**src/uart_host_bus_pkg.sv**
```systemverilog
// constants for the uart host bus port: widths, reset values, state codes
// assumes all host pins are synchronous to clk_in
package uart_host_bus_pkg;
  // ----------------------------------------------------------------
  // sizes and reset values
  // ----------------------------------------------------------------
  localparam int          INDEX_W     = 3;
  localparam int          DATA_W      = 8;
  localparam logic [2:0]  INDEX_RST   = 3'h0;
  localparam logic [7:0]  DATA_RST    = 8'h00;
  localparam logic [2:0]  SEL_RST     = 3'h0;
  localparam int          SEL_HIGH_A  = 0;
  localparam int          SEL_HIGH_B  = 1;
  localparam int          SEL_LOW_C   = 2;

  // ----------------------------------------------------------------
  // access sequencer states
  // ----------------------------------------------------------------
  typedef enum logic [1:0] {
    ST_IDLE  = 2'b00,
    ST_READ  = 2'b01,
    ST_WRITE = 2'b10
  } access_state_e;
endpackage

```
**src/uart_host_bus_port.sv**
```systemverilog
// host side parallel bus port: decodes selects and strobes, drives the data bus
// assumes host pins are synchronous to clk_in; register storage sits outside
`timescale 1ns/1ps
`default_nettype none
module uart_host_bus_port #(
  parameter int INDEX_W = uart_host_bus_pkg::INDEX_W,
  parameter int DATA_W  = uart_host_bus_pkg::DATA_W
) (
  input  wire logic               clk_in,
  input  wire logic               rstn_in,
  input  wire logic               reset_in,
  input  wire logic [INDEX_W-1:0] register_index_in,
  input  wire logic               select_high_a_in,
  input  wire logic               select_high_b_in,
  input  wire logic               select_low_c_in,
  input  wire logic               address_latch_strobe_in,
  input  wire logic               read_strobe_high_in,
  input  wire logic               read_strobe_low_in,
  input  wire logic               write_strobe_high_in,
  input  wire logic               write_strobe_low_in,
  input  wire logic [DATA_W-1:0]  host_data_bus_in,
  output logic      [DATA_W-1:0]  host_data_bus_out,
  output logic                    host_data_bus_oe_out,
  input  wire logic [DATA_W-1:0]  reg_read_data_in,
  output logic      [INDEX_W-1:0] reg_index_out,
  output logic                    reg_read_out,
  output logic                    reg_write_out,
  output logic      [DATA_W-1:0]  reg_write_data_out
);
  // ----------------------------------------------------------------
  // address latch
  // ----------------------------------------------------------------
  logic [INDEX_W-1:0] lat_index;
  logic [2:0]         lat_sel;
  logic               prev_as;
  logic [INDEX_W-1:0] next_lat_index;
  logic [2:0]         next_lat_sel;
  logic [2:0]         live_sel;
  logic [2:0]         eff_sel;
  logic [INDEX_W-1:0] eff_index;
  logic               as_rise;
  logic               sel_ok;

  // transparent while the strobe is low, frozen from its rising edge on;
  // this lets a host tie the strobe low and still use live address
  // limitation: held values still apply for one cycle after the strobe
  // falls, since the select mux follows the delayed copy of the strobe
  always_comb begin
    live_sel  = {select_low_c_in, select_high_b_in, select_high_a_in};
    as_rise   = address_latch_strobe_in & ~prev_as;
    eff_sel   = prev_as ? lat_sel : live_sel;
    eff_index = prev_as ? lat_index : register_index_in;
    next_lat_index = as_rise ? register_index_in : lat_index;
    next_lat_sel   = as_rise ? live_sel : lat_sel;
    sel_ok = eff_sel[uart_host_bus_pkg::SEL_HIGH_A] &
             eff_sel[uart_host_bus_pkg::SEL_HIGH_B] &
             ~eff_sel[uart_host_bus_pkg::SEL_LOW_C];
    if (reset_in) begin
      next_lat_index = uart_host_bus_pkg::INDEX_RST;
      next_lat_sel   = uart_host_bus_pkg::SEL_RST;
    end
  end

  always_ff @(posedge clk_in or negedge rstn_in) begin
    if (!rstn_in) begin
      lat_index <= uart_host_bus_pkg::INDEX_RST;
      lat_sel   <= uart_host_bus_pkg::SEL_RST;
      prev_as   <= 1'b0;
    end else begin
      lat_index <= next_lat_index;
      lat_sel   <= next_lat_sel;
      prev_as   <= reset_in ? 1'b0 : address_latch_strobe_in;
    end
  end

  // ----------------------------------------------------------------
  // access sequencer and outputs
  // ----------------------------------------------------------------
  uart_host_bus_pkg::access_state_e state;
  uart_host_bus_pkg::access_state_e next_state;
  logic               rd_req;
  logic               wr_req;
  logic [DATA_W-1:0]  next_data_out;
  logic               next_oe;
  logic [INDEX_W-1:0] next_index;
  logic               next_read;
  logic               next_write;
  logic [DATA_W-1:0]  next_wdata;

  // one pulse per strobe assertion; strobes must drop to idle between
  // accesses, so a held strobe never repeats a side-effecting access;
  // a write strobe raised during a read waits until the read has ended
  always_comb begin
    rd_req = sel_ok & (read_strobe_high_in | ~read_strobe_low_in);
    wr_req = sel_ok & (write_strobe_high_in | ~write_strobe_low_in);
    case (state)
      uart_host_bus_pkg::ST_IDLE: begin
        if (rd_req) next_state = uart_host_bus_pkg::ST_READ;
        else if (wr_req) next_state = uart_host_bus_pkg::ST_WRITE;
        else next_state = uart_host_bus_pkg::ST_IDLE;
      end
      uart_host_bus_pkg::ST_READ: begin
        next_state = rd_req ? uart_host_bus_pkg::ST_READ : uart_host_bus_pkg::ST_IDLE;
      end
      uart_host_bus_pkg::ST_WRITE: begin
        next_state = wr_req ? uart_host_bus_pkg::ST_WRITE : uart_host_bus_pkg::ST_IDLE;
      end
      default: next_state = uart_host_bus_pkg::ST_IDLE;
    endcase
    if (reset_in) next_state = uart_host_bus_pkg::ST_IDLE;
    next_index = reset_in ? uart_host_bus_pkg::INDEX_RST : eff_index;
    next_oe    = (next_state == uart_host_bus_pkg::ST_READ);
    next_read  = next_oe & (state != uart_host_bus_pkg::ST_READ);
    next_write = (next_state == uart_host_bus_pkg::ST_WRITE) &&
                 (state != uart_host_bus_pkg::ST_WRITE);
    // bits pass straight through, bit 0 stays the lsb
    next_data_out = next_oe ? reg_read_data_in : uart_host_bus_pkg::DATA_RST;
    next_wdata    = next_write ? host_data_bus_in : reg_write_data_out;
    if (reset_in) next_wdata = uart_host_bus_pkg::DATA_RST;
  end

  always_ff @(posedge clk_in or negedge rstn_in) begin
    if (!rstn_in) begin
      state                <= uart_host_bus_pkg::ST_IDLE;
      host_data_bus_out    <= uart_host_bus_pkg::DATA_RST;
      host_data_bus_oe_out <= 1'b0;
      reg_index_out        <= uart_host_bus_pkg::INDEX_RST;
      reg_read_out         <= 1'b0;
      reg_write_out        <= 1'b0;
      reg_write_data_out   <= uart_host_bus_pkg::DATA_RST;
    end else begin
      state                <= next_state;
      host_data_bus_out    <= next_data_out;
      host_data_bus_oe_out <= next_oe;
      reg_index_out        <= next_index;
      reg_read_out         <= next_read;
      reg_write_out        <= next_write;
      reg_write_data_out   <= next_wdata;
    end
  end
endmodule // uart_host_bus_port
`default_nettype wire

```
**config.mk**
```make
export PLATFORM = sky130hd
export DESIGN_NAME = uart_host_bus_port
export DESIGN_NICKNAME = d
export VERILOG_FILES = /design/src/uart_host_bus_pkg.sv /design/src/uart_host_bus_port.sv
export SDC_FILE = /design/constraint.sdc
export NUM_CORES = 1
export LEC_CHECK = 0
export ABC_AREA = 1
export BUFFER_PORTS_ARGS = -buffer_cell sky130_fd_sc_hd__buf_2
export CORE_UTILIZATION = 47
export DETAILED_ROUTE_END_ITERATION = 16
export PLACE_DENSITY = 0.79
export SLEW_MARGIN = 20
export SYNTH_ARGS = -nofsm -noshare
export SYNTH_HDL_FRONTEND = slang
export SYNTH_SLANG_ARGS = --single-unit
```
**constraint.sdc**
```tcl
create_clock -name clk_in -period 1.6 [get_ports clk_in]
set_input_delay 0 -clock clk_in [delete_from_list [all_inputs] [get_ports clk_in]]
set_output_delay 0 -clock clk_in [all_outputs]
set_load 0.05 [all_outputs]
```
==> impl_results.md, run 1 <==
* Syn Std Cell Area at between 1000 and 1500 um2
* Unrepaired setup endpoints after global routing: no
* Gate power share at 0.145
* Via count of the first global-routing pass at 1,122
* Maximum clock rate at between 0.6 and 0.7 GHz
* Number of inserted diodes at 0
* Growth of design area from synthesis to finish at 50.43%
* Mapped Cells at roughly 120
* Proportion of power drawn by the clock network at 0.371
* Aggregate global routing overflow at 0
* Outcome: finished, final reports clean
* Die Span Y at 54.75 um
* Nets in the synthesized netlist at about 150
* Sum of net half-perimeters after detailed placement at around 1.9 mm
* Peak supply drop at 1.027 mV
* Worst setup timing slack at the placement stage at 93.71 ps
* Fin worst setup slack at about 140 ps
* Transition time at the pin with the least slew margin at approximately 670 ps
* Largest net degree at the start of global routing at 32
* Width of the die at roughly 55 um
* Post-Route Setup TNS at 0 ps
* Final worst path period share at 0.9154
* Path depth of the worst reg2reg path at 8
* WP data required at 1810 ps
* Top fanout value on the critical path at 9
* Max clock buf depth at 2
* Worst hold endpoint: state[1]
* Core region area at around 2500 um2
* Cell leakage power at between 1 and 1.5 nW
* Non-filler cells, final at ~240
* Quantity of I/O buffers inserted on ports at ~50
* Hold slack at around 190 ps
* Type of the worst min-delay path: in2reg
* Nature of the critical path startpoint: flip-flop
* Starting utilization of the core area at 0.5138
* Power per Cell Area at about 860 nW/um2
* DRT iter0 DRCs at 28
* Slew headroom at 0.5553
* CTS tree: yes
* Root buffer cell: sky130_fd_sc_hd__clkbuf_4
* Final routed DRC violation total at 0
* Fraction of layout cells with a size suffix above 1 at 0.3839
* Clock latency reported for the late side of the worst-skew pair at roughly 320 ps
* Flop pwr share at 0.484
* Post-Route Utilization at 0.7729
* Number of clock buffers inserted by TritonCTS at 5
* Setup clock skew after layout at roughly 6.0 ps
* Flops & latches, synth at 31
* R2r startpoint: prev_as
* Hold Path Stages at 4
* Sequential cell area at just under 800 um2
* Site Rows at 18
* Overall via count from detail_route at approximately 1.2k
* Endpoint kind of the worst setup timing path: flip-flop
* Setup violations, final at 0
* Critical path start-end classification: reg2reg
* Post-detailed-routing wire length at roughly 3.1 mm
* Post-route antenna net violation count at 0
* Sequential area share after synthesis at 0.5933
* Internal power contribution at ~1.3 mW
* Final number of hold-violating endpoints at 0
* Register-to-Register Setup Slack at ~140 ps
* Worst path arrival time at about 1700 ps
* Cell Count Post-Placement at roughly 210
* Startpoint of the most critical hold path: write_strobe_low_in
* DR vias/cell at 4.917
* Number of antenna violations at the first check in global routing at 0
* Total routing resource utilization after global routing at 0.2300
* Clk slew on worst S/H paths at around 100 ps
* Length of the first detailed-routing pass in iterations at 4
* Switch Pwr at just over 0.4 mW
* Top library cells by usage in the layout, fill and taps aside: 51 x sky130_fd_sc_hd__buf_2, 31 x sky130_fd_sc_hd__dfrtp_1, 26 x sky130_fd_sc_hd__dlygate4sd3_1, 21 x sky130_fd_sc_hd__nand2_1, 19 x sky130_fd_sc_hd__inv_1
* Area of the multi-input gates at 426.7 um2
* Minimum period implied by the final worst setup slack at around 1500 ps
* Final-report max-slew violation count at 0
* Post-DR wirelength/cell at roughly 13 um
* RePlAce Congestion at approximately 0.69
* Switch share at 0.2431
* Count of fill cells added during filler insertion at about 170
* Total Nets Final at 240
* H-tree level count at 2
* Mean instance size in the synthesized netlist at around 11 um2
* Top Ports at 52
* Count of different cell masters after synthesis at 20
* Count of warnings emitted by yosys at 0
* Total die area at 2997 um2
* Endpoint of the worst-slack reg-to-reg timing path: reg_write_data_out[7]
* Total of max-cap violations at 0
* Most common cell after layout, fill and taps aside: sky130_fd_sc_hd__buf_2
* Wire length of the first global-routing pass at between 4 and 5 mm
* Clock sink count at 31
==> per-stage QoR <==
| stage | instance area [um2] | power, mW |
|---|---|---|
| global route | 1967 | 1.758 |
| CTS | 1947 | 1.697 |
| detailed placement | 1600 | 1.022 |
| finish | 1967 | 1.686 |
| floorplan | 1308 | 0.9428 |
| global placement | 1600 | 1.016 |
==> critical path: stages, from the launching register on <==
cell	delay, ps
sky130_fd_sc_hd__dfrtp_1	470
sky130_fd_sc_hd__inv_2	160
sky130_fd_sc_hd__nand2_1	100
sky130_fd_sc_hd__nand2_1	90
sky130_fd_sc_hd__nand2_2	100
sky130_fd_sc_hd__nor2_8	130
sky130_fd_sc_hd__nand3_4	140
sky130_fd_sc_hd__nand3_1	110
sky130_fd_sc_hd__nand2_1	70
==> synthesized netlist by cell type <==
| library cell | instances | area share |
|---|---|---|
| sky130_fd_sc_hd__nor2_4 | 8 | 0.069 |
| sky130_fd_sc_hd__o21ai_1 | 1 | 0.0038 |
| sky130_fd_sc_hd__nand2_2 | 2 | 0.0096 |
| sky130_fd_sc_hd__buf_8 | 1 | 0.011 |
| sky130_fd_sc_hd__nand3_4 | 2 | 0.027 |
| sky130_fd_sc_hd__o21ai_2 | 1 | 0.0067 |
| sky130_fd_sc_hd__inv_1 | 19 | 0.055 |
| sky130_fd_sc_hd__inv_2 | 4 | 0.011 |
| sky130_fd_sc_hd__o21ai_0 | 1 | 0.0038 |
| sky130_fd_sc_hd__nand4_1 | 8 | 0.038 |
| sky130_fd_sc_hd__nor2_8 | 1 | 0.015 |
| sky130_fd_sc_hd__a21oi_1 | 4 | 0.015 |
| sky130_fd_sc_hd__nand2_1 | 21 | 0.060 |
| sky130_fd_sc_hd__nor2_2 | 1 | 0.0048 |
| sky130_fd_sc_hd__nand3_1 | 8 | 0.031 |
| sky130_fd_sc_hd__nor2_1 | 3 | 0.0086 |
| sky130_fd_sc_hd__dfrtp_1 | 31 | 0.59 |
| sky130_fd_sc_hd__nor4_1 | 1 | 0.0048 |
| sky130_fd_sc_hd__clkinv_1 | 1 | 0.0029 |
| sky130_fd_sc_hd__o22ai_1 | 6 | 0.029 |
==> what timing repair did <==
item,in CTS,in global routing
endpoints found under the hold margin,57,0
gates resized for setup,0,0
endpoints found under the setup margin,0,2
hold buffers,26,0
setup buffers,0,1
==> kinds of logic (layout without fill, tap and decap cells) <==
| logic type | Yosys count | count (layout) | share of synthesized area |
|---|---|---|---|
| flops | 31 | 31 | 0.5933 |
| buf+inv | 25 | 112 | 0.08037 |
| compound gates | 13 | 13 | 0.05837 |
| simple gates | 55 | 55 | 0.2680 |
==> worst max path at each step <==
| stage | slack (ps) | cells past startpoint | from | to |
|---|---|---|---|---|
| floorplan | 280 | 8 | prev_as | reg_read_out |
| global placement | 190 | 7 | prev_as | host_data_bus_out[7] |
| detailed placement | 90 | 7 | prev_as | host_data_bus_out[7] |
| CTS | 80 | 7 | prev_as | host_data_bus_out[7] |
| global route | 30 | 8 | prev_as | reg_write_data_out[1] |
| finish | 140 | 8 | prev_as | reg_write_data_out[7] |
==> cell type report <==
class / instances / share of cell area
Tap cell: 30 / 0.01908
Timing Repair Buffer: 80 / 0.2799
Clock inverter: 2 / 0.01781
Multi-Input combinational cell: 68 / 0.2169
Clock buffer: 6 / 0.02608
Inverter: 24 / 0.04580
Sequential cell: 31 / 0.3944
==> registers in the layout, summed over array words and instances (netlist names) <==
| register | count |
|---|---|
| lat_sel | 3 |
| lat_index | 3 |
| reg_write_data_out | 8 |
| reg_read_out | 1 |
| host_data_bus_out | 8 |
| reg_write_out | 1 |
| prev_as | 1 |
| host_data_bus_oe_out | 1 |
| state | 2 |
| reg_index_out | 3 |
==> power groups by stage <==
stage | sequential (mW) | clock [mW] | combinational [mW]
floorplan | 0.868 | 0 | 0.0749
global placement | 0.830 | 0 | 0.187
detailed placement | 0.830 | 0 | 0.192
CTS | 0.815 | 0.641 | 0.240
global route | 0.818 | 0.675 | 0.266
finish | 0.816 | 0.625 | 0.245
==> routing by layer <==
layer  wire length [um]  share of wire  global-route usage
met1               1287           0.42              0.2624
met2               1509           0.49              0.4036
met3                238          0.077             0.07222
met4                 43          0.014             0.07265
met5                  0              0                   0
No activity file was read; power rests on OpenSTA's default activity.
==> inputs of run 2 (changes only) <==
CORE_ASPECT_RATIO = 0.5   (was not set)
==> run 2 against run 1 <==
- critical path depth is the same
- via count decreased by 2.4%
- cell count shrank 0.83%
- sequential power hardly changed
- first-iteration DRC count rose to 3.1 times the previous value
- critical endpoint is now reg_write_data_out[6]
==> impl_results.md, run 2 (synthesis gave the netlist of run 1 again) <==
* Aggregate global routing overflow at 0 (unchanged)
* Sum of net half-perimeters after detailed placement at 1.757 mm (was 1.943 mm)
* RePlAce Congestion at 0.8332 (was 0.6867)
* Total die area at 3010 um2 (was 2997 um2)
* Final number of hold-violating endpoints at 0 (unchanged)
* Quantity of I/O buffers inserted on ports at 51 (unchanged)
* Top library cells by usage in the layout, fill and taps aside: 51 x sky130_fd_sc_hd__buf_2, 31 x sky130_fd_sc_hd__dfrtp_1, 21 x sky130_fd_sc_hd__nand2_1, 19 x sky130_fd_sc_hd__inv_1, 17 x sky130_fd_sc_hd__dlygate4sd3_1 (was 51 x sky130_fd_sc_hd__buf_2, 31 x sky130_fd_sc_hd__dfrtp_1, 26 x sky130_fd_sc_hd__dlygate4sd3_1, 21 x sky130_fd_sc_hd__nand2_1, 19 x sky130_fd_sc_hd__inv_1)
* Outcome: finished, final reports clean (unchanged)
* Crit-path most repeated cell: sky130_fd_sc_hd__nand2_1 (unchanged)
* Site Rows at 13 (was 18)
* Post-route antenna net violation count at 0 (unchanged)
* Total Nets Final at 231 (was 240)
* Switch share at 0.2563 (was 0.2431)
* Power per Cell Area at 856.8 nW/um2 (was 857.3 nW/um2)
* Most common cell after layout, fill and taps aside: sky130_fd_sc_hd__buf_2 (unchanged)
* Transition time at the pin with the least slew margin at 661.7 ps (was 667.1 ps)
* Critical Path, Cell by Cell: inv_2, nand2_1, nand2_1, nand2_2, nor2_8, nand3_4, nand3_1, nand2_1 (unchanged)
* Fraction of layout cells with a size suffix above 1 at 0.3911 (was 0.3839)
* Number of clock buffers inserted by TritonCTS at 5 (unchanged)
* Post-detailed-routing wire length at 2.943 mm (was 3.079 mm)
* Die Span Y at 39.30 um (was 54.75 um)
* Number of buffers and inverters on the critical path at 1 (unchanged)
* Nature of the critical path startpoint: flip-flop (unchanged)
* Clk slew on worst S/H paths at 60 ps (was 100 ps)
* Cell Count Post-Placement at 213 (was 206)
* Post-DR wirelength/cell at 12.31 um (was 12.78 um)
* Delay of the slowest cell on the worst path at 460 ps (was 470 ps)
* Setup clock skew after layout at 8.668 ps (was 6.010 ps)
* Number of inserted diodes at 0 (unchanged)
* Core region area at 2619 um2 (was 2545 um2)
* Non-filler cells, final at 239 (was 241)
* Total of max-cap violations at 0 (unchanged)
* Critical path start-end classification: reg2reg (unchanged)
* Registers with the highest flip-flop counts: host_data_bus_out x8, reg_write_data_out x8 (unchanged)
* Max clock buf depth at 2 (unchanged)
* Wire length of the first global-routing pass at 4.457 mm (was 4.698 mm)
* Endpoint kind of the worst setup timing path: flip-flop (unchanged)
* Clock latency reported for the late side of the worst-skew pair at 270 ps (was 320 ps)
* Critical-path cell with the highest stage delay: sky130_fd_sc_hd__dfrtp_1 (unchanged)
* Growth of design area from synthesis to finish at 43.83% (was 50.43%)
* Internal power contribution at 1.198 mW (was 1.276 mW)
* Clock sink count at 31 (unchanged)
* Total routing resource utilization after global routing at 0.2108 (was 0.2300)
* Count of fill cells added during filler insertion at 196 (was 167)
* Overall via count from detail_route at 1,156 (was 1,185)
* Top Ports at 52 (unchanged)
* Worst path arrival time at 1630 ps (was 1670 ps)
* Flop pwr share at 0.507 (was 0.484)
* Unrepaired setup endpoints after global routing: no (unchanged)
* Largest net degree at the start of global routing at 32 (unchanged)
* Starting utilization of the core area at 0.4993 (was 0.5138)
* Type of the worst min-delay path: in2reg (unchanged)
* Root buffer cell: sky130_fd_sc_hd__clkbuf_8 (was sky130_fd_sc_hd__clkbuf_4)
* Top fanout value on the critical path at 9 (unchanged)
* Cell leakage power at 1.051 nW (was 1.096 nW)
* Maximum clock rate at 0.6761 GHz (was 0.6828 GHz)
* CTS tree: yes (unchanged)
* WP data required at 1760 ps (was 1810 ps)
* Width of the die at 76.59 um (was 54.75 um)
* DR vias/cell at 4.837 (was 4.917)
* Proportion of power drawn by the clock network at 0.352 (was 0.371)
* Number of antenna violations at the first check in global routing at 0 (unchanged)
* Via count of the first global-routing pass at 998 (was 1,122)
* Final-report max-slew violation count at 0 (unchanged)
* H-tree level count at 2 (unchanged)
* Switch Pwr at 0.4129 mW (was 0.4100 mW)
* Final routed DRC violation total at 0 (unchanged)
* Slew headroom at 0.5589 (was 0.5553)
* Minimum period implied by the final worst setup slack at 1479 ps (was 1465 ps)
* DRT iter0 DRCs at 86 (was 28)
* Final worst path period share at 0.9244 (was 0.9154)
* Setup violations, final at 0 (unchanged)
* Peak supply drop at 0.6555 mV (was 1.027 mV)
* Gate power share at 0.142 (was 0.145)
* Length of the first detailed-routing pass in iterations at 4 (unchanged)
* Post-Route Setup TNS at 0 ps (unchanged)
* Cell family with the largest share of critical-path delay: simple AND/OR/NAND/NOR gates (unchanged)
[run 2: changes by cell type in the layout (fill, tap and decap cells not counted)]
cell	previous run	this run
sky130_fd_sc_hd__bufinv_16	1	0
sky130_fd_sc_hd__clkbuf_4	5	0
sky130_fd_sc_hd__clkbuf_8	1	5
sky130_fd_sc_hd__clkbuf_1	0	2
sky130_fd_sc_hd__dlygate4sd3_1	26	17
[run 2: power groups by stage]
stage | registers [mW] | clock network (mW) | logic [mW]
after floorplan | 0.868 | 0 | 0.0749
after CTS | 0.816 | 0.582 | 0.220
after detailed placement | 0.830 | 0 | 0.190
after global placement | 0.830 | 0 | 0.187
final | 0.817 | 0.566 | 0.228
after global routing | 0.819 | 0.618 | 0.249
[run 2: path summary, 6_finish.rpt]
check	from	to	slack, ps	depth (start not counted)
setup / recovery	prev_as	reg_write_data_out[6]	120	8
hold / removal	register_index_in[2]	reg_index_out[2]	4	3
setup reg to reg	prev_as	reg_write_data_out[6]	120	8
max in group asynchronous	rstn_in	reg_index_out[2]	870	2
hold reg to reg	state[0]	reg_read_out	500	1
min in group asynchronous	rstn_in	reg_write_data_out[1]	290	2
[run 2: layout make-up]
class | instances | area (um2) | share of cell area
repair buffers | 71 | 460.4 | 0.2448
flip-flops and latches | 31 | 775.7 | 0.4125
multi-input cells | 68 | 426.7 | 0.2269
clock inverters | 1 | 5.005 | 0.002661
inverters | 24 | 90.09 | 0.04790
well taps | 37 | 46.29 | 0.02462
clock buffers | 7 | 76.32 | 0.04059
[run 2: layer usage]
layer  track usage  part of all wire  up-vias
li1              -                 -      550
met1        0.2578              0.41      553
met2        0.3468              0.51       43
met3       0.05814             0.041       10
met4        0.1346             0.033        0
met5             0                 0        -
[run 2: metrics by stage]
stage / worst slack, ps / power, mW / area (um2) / utilization / hold slack, ps
after floorplan: 277.8 / 0.9428 / 1308 / - / -295.6
after global placement: 186.0 / 1.017 / 1609 / 0.6144 / 59.70
after detailed placement: 113.3 / 1.020 / 1609 / 0.6144 / 73.26
after CTS: 99.80 / 1.618 / 1851 / 0.7066 / 1.030
after global routing: 32.74 / 1.686 / 1881 / 0.7181 / 23.61
final: 120.9 / 1.611 / 1881 / 0.7181 / 4.269
[run 2: repair_timing]
action | in CTS | in global routing
gates resized for setup | 0 | 0
hold buffers | 16 | 1
setup buffers | 0 | 1
setup endpoints to repair | 0 | 1
hold endpoints to repair | 48 | 1
[run 2: tightest hold or removal path, stage by stage]
cell,delay (ps)
sky130_fd_sc_hd__buf_2,90
sky130_fd_sc_hd__nand2_1,70
sky130_fd_sc_hd__a21oi_1,60
==> inputs of run 3 (changes only) <==
clock period = 1.7 ns   (was 1.6 ns; I/O delays follow)
==> run 3 against run 2 <==
- global-route usage grew 1.6 points
- non-clock buffer count grew 2
- register-to-register slack improved by 40 ps
- via count is 2.4% lower
- first-iteration DRC count is 30% lower
- combinational power down 4%
- largest cell class unchanged
- largest power group unchanged
==> impl_results.md, run 3 (synthesis gave the netlist of run 1 again) <==
* Cell Count Post-Placement at 213 (unchanged)
* Critical path start-end classification: reg2reg (unchanged)
* Top Ports at 52 (unchanged)
* Peak supply drop at 0.4989 mV (was 0.6555 mV)
* Total of max-cap violations at 0 (unchanged)
* Site Rows at 13 (unchanged)
* Length of the first detailed-routing pass in iterations at 4 (unchanged)
* Number of inserted diodes at 0 (unchanged)
* Power per Cell Area at 842.6 nW/um2 (was 856.8 nW/um2)
* Sum of net half-perimeters after detailed placement at 1.830 mm (was 1.757 mm)
* Resize count post-CTS at 0 (unchanged)
* Post-DR wirelength/cell at 12.35 um (was 12.31 um)
* Top fanout value on the critical path at 11 (was 9)
* Core region area at 2619 um2 (unchanged)
* Minimum period implied by the final worst setup slack at 1536 ps (was 1479 ps)
* Fin worst setup slack at 163.6 ps (was 120.9 ps)
* Clock sink count at 31 (unchanged)
* Setup fix buffers added after clock tree synthesis at 0 (unchanged)
* Post-detailed-routing wire length at 2.977 mm (was 2.943 mm)
* Aggregate global routing overflow at 0 (unchanged)
* Clk slew on worst S/H paths at 60 ps (about the same)
* Crit-path most repeated cell: sky130_fd_sc_hd__nand2_1 (unchanged)
* R2r startpoint: prev_as (unchanged)
* Root buffer cell: sky130_fd_sc_hd__clkbuf_8 (unchanged)
* Transition time at the pin with the least slew margin at 670.8 ps (was 661.7 ps)
* Final-report max-slew violation count at 0 (unchanged)
* Critical-path cell with the highest stage delay: sky130_fd_sc_hd__dfrtp_1 (unchanged)
* Nature of the critical path startpoint: flip-flop (unchanged)
* Final routed DRC violation total at 0 (unchanged)
* Post-route antenna net violation count at 0 (unchanged)
* Total routing resource utilization after global routing at 0.2272 (was 0.2108)
* Outcome: finished, final reports clean (unchanged)
* Startpoint of the most critical hold path: register_index_in[0] (was register_index_in[2])
* Dpl cell area at 1609 um2 (unchanged)
* Final worst path period share at 0.9038 (was 0.9244)
* DRT iter0 DRCs at 60 (was 86)
* Die Span Y at 39.30 um (unchanged)
* Number of clock buffers inserted by TritonCTS at 5 (unchanged)
* Cell leakage power at 1.062 nW (was 1.051 nW)
* Fraction of layout cells with a size suffix above 1 at 0.3873 (was 0.3911)
* Worst path arrival time at 1740 ps (was 1630 ps)
* RePlAce Congestion at 0.8191 (was 0.8332)
* WP data required at 1900 ps (was 1760 ps)
* Critical Path, Cell by Cell: inv_2, nand2_1, nand2_1, nand2_2, nor2_8, nand3_4, nor2_1 (was inv_2, nand2_1, nand2_1, nand2_2, nor2_8, nand3_4, nand3_1, nand2_1)
* H-tree level count at 2 (unchanged)
* Unrepaired setup endpoints after global routing: no (unchanged)
* Hold slack at 3.104 ps (was 4.269 ps)
* Most common cell after layout, fill and taps aside: sky130_fd_sc_hd__buf_2 (unchanged)
* Clock latency reported for the late side of the worst-skew pair at 280 ps (was 270 ps)
* Starting utilization of the core area at 0.4993 (unchanged)
* Total die area at 3010 um2 (unchanged)
* Final standard cell area without fillers at 1909 um2 (was 1881 um2)
* Overall via count from detail_route at 1,128 (was 1,156)
* Slew headroom at 0.5528 (was 0.5589)
* Maximum clock rate at 0.6509 GHz (was 0.6761 GHz)
* Non-filler cells, final at 241 (was 239)
* Total Nets Final at 233 (was 231)
* Number of antenna violations at the first check in global routing at 0 (unchanged)
* Max clock buf depth at 2 (unchanged)
* Timing startpoint of the critical path: prev_as (unchanged)
* Wire length of the first global-routing pass at 4.795 mm (was 4.457 mm)
* DR vias/cell at 4.680 (was 4.837)
* Width of the die at 76.59 um (unchanged)
* Quantity of I/O buffers inserted on ports at 51 (unchanged)
* Endpoint kind of the worst setup timing path: flip-flop (unchanged)
* Setup violations, final at 0 (unchanged)
* CTS tree: yes (unchanged)
* Registers with the highest flip-flop counts: host_data_bus_out x8, reg_write_data_out x8 (unchanged)
* Type of the worst min-delay path: in2reg (unchanged)
* Via count of the first global-routing pass at 1,045 (was 998)
* Delay of the slowest cell on the worst path at 450 ps (was 460 ps)
* Post-Route Setup TNS at 0 ps (unchanged)
* Top library cells by usage in the layout, fill and taps aside: 51 x sky130_fd_sc_hd__buf_2, 31 x sky130_fd_sc_hd__dfrtp_1, 21 x sky130_fd_sc_hd__nand2_1, 20 x sky130_fd_sc_hd__dlygate4sd3_1, 19 x sky130_fd_sc_hd__inv_1 (was 51 x sky130_fd_sc_hd__buf_2, 31 x sky130_fd_sc_hd__dfrtp_1, 21 x sky130_fd_sc_hd__nand2_1, 19 x sky130_fd_sc_hd__inv_1, 17 x sky130_fd_sc_hd__dlygate4sd3_1)
* Largest net degree at the start of global routing at 32 (unchanged)
* Setup clock skew after layout at 4.570 ps (was 8.668 ps)
* Growth of design area from synthesis to finish at 46.03% (was 43.83%)
* Worst setup timing slack at the placement stage at 200.0 ps (was 113.3 ps)
* Final number of hold-violating endpoints at 0 (unchanged)
## run 3: cell count changes in the layout (fill, tap and decap cells not counted), sizes merged
cell / delta
dlygate4sd3: +3
clkinv: -1
clkbuf: +1
buf: -1
## run 3: per-layer routing
layer | vias to the layer above | routed length (um) | GRT usage
met3 | 4 | 141 | 0.08837
li1 | 557 | - | -
met2 | 36 | 1504 | 0.3671
met5 | - | 0 | 0
met4 | 0 | 42 | 0.1538
met1 | 531 | 1289 | 0.2629
## run 3: stage by stage
step | total power [mW] | util
5_1_grt | 1.676 | 0.7291
4_1_cts | 1.613 | 0.7291
3_3_place_gp | 0.9567 | 0.6144
6_report | 1.609 | 0.7291
3_5_place_dp | 0.9611 | 0.6144
2_1_floorplan | 0.8873 | -
## run 3: power by group
| part | leakage, nW | internal (mW) | switching, mW |
|---|---|---|---|
| Clock | 0.0515 | 0.369 | 0.252 |
| Combinational | 0.586 | 0.0857 | 0.134 |
| Sequential | 0.425 | 0.758 | 0.0104 |
| Total | 1.06 | 1.21 | 0.396 |
## run 3: final timing paths
kind                                               to  slack, ps  depth (start not counted)
worst max register to register   host_data_bus_out[7]        160                          7
worst min-delay path                 reg_index_out[0]          3                          3
worst min register to register  reg_write_data_out[0]        500                          2
min in group asynchronous            reg_index_out[1]        290                          2
worst max-delay path             host_data_bus_out[7]        160                          7
max in group asynchronous                lat_index[2]        970                          2
## run 3: worst max-delay path: cells and delay by family, from the launching register on
family	cells	cell delay, ps
buffers and inverters	1	170
DFF	1	450
and+or+nand+nor	6	840
## run 3: repair_timing
action,in CTS,in global routing
hold buffers,20,0
endpoints found under the setup margin,0,0
endpoints found under the hold margin,51,0
## run 3: layout make-up
cell class	count	area, um2
Sequential cell	31	775.7
Fill cell	181	709.4
Timing Repair Buffer	73	470.5
Multi-Input combinational cell	68	426.7
Clock buffer	8	100.1
Inverter	24	90.09
Tap cell	37	46.29
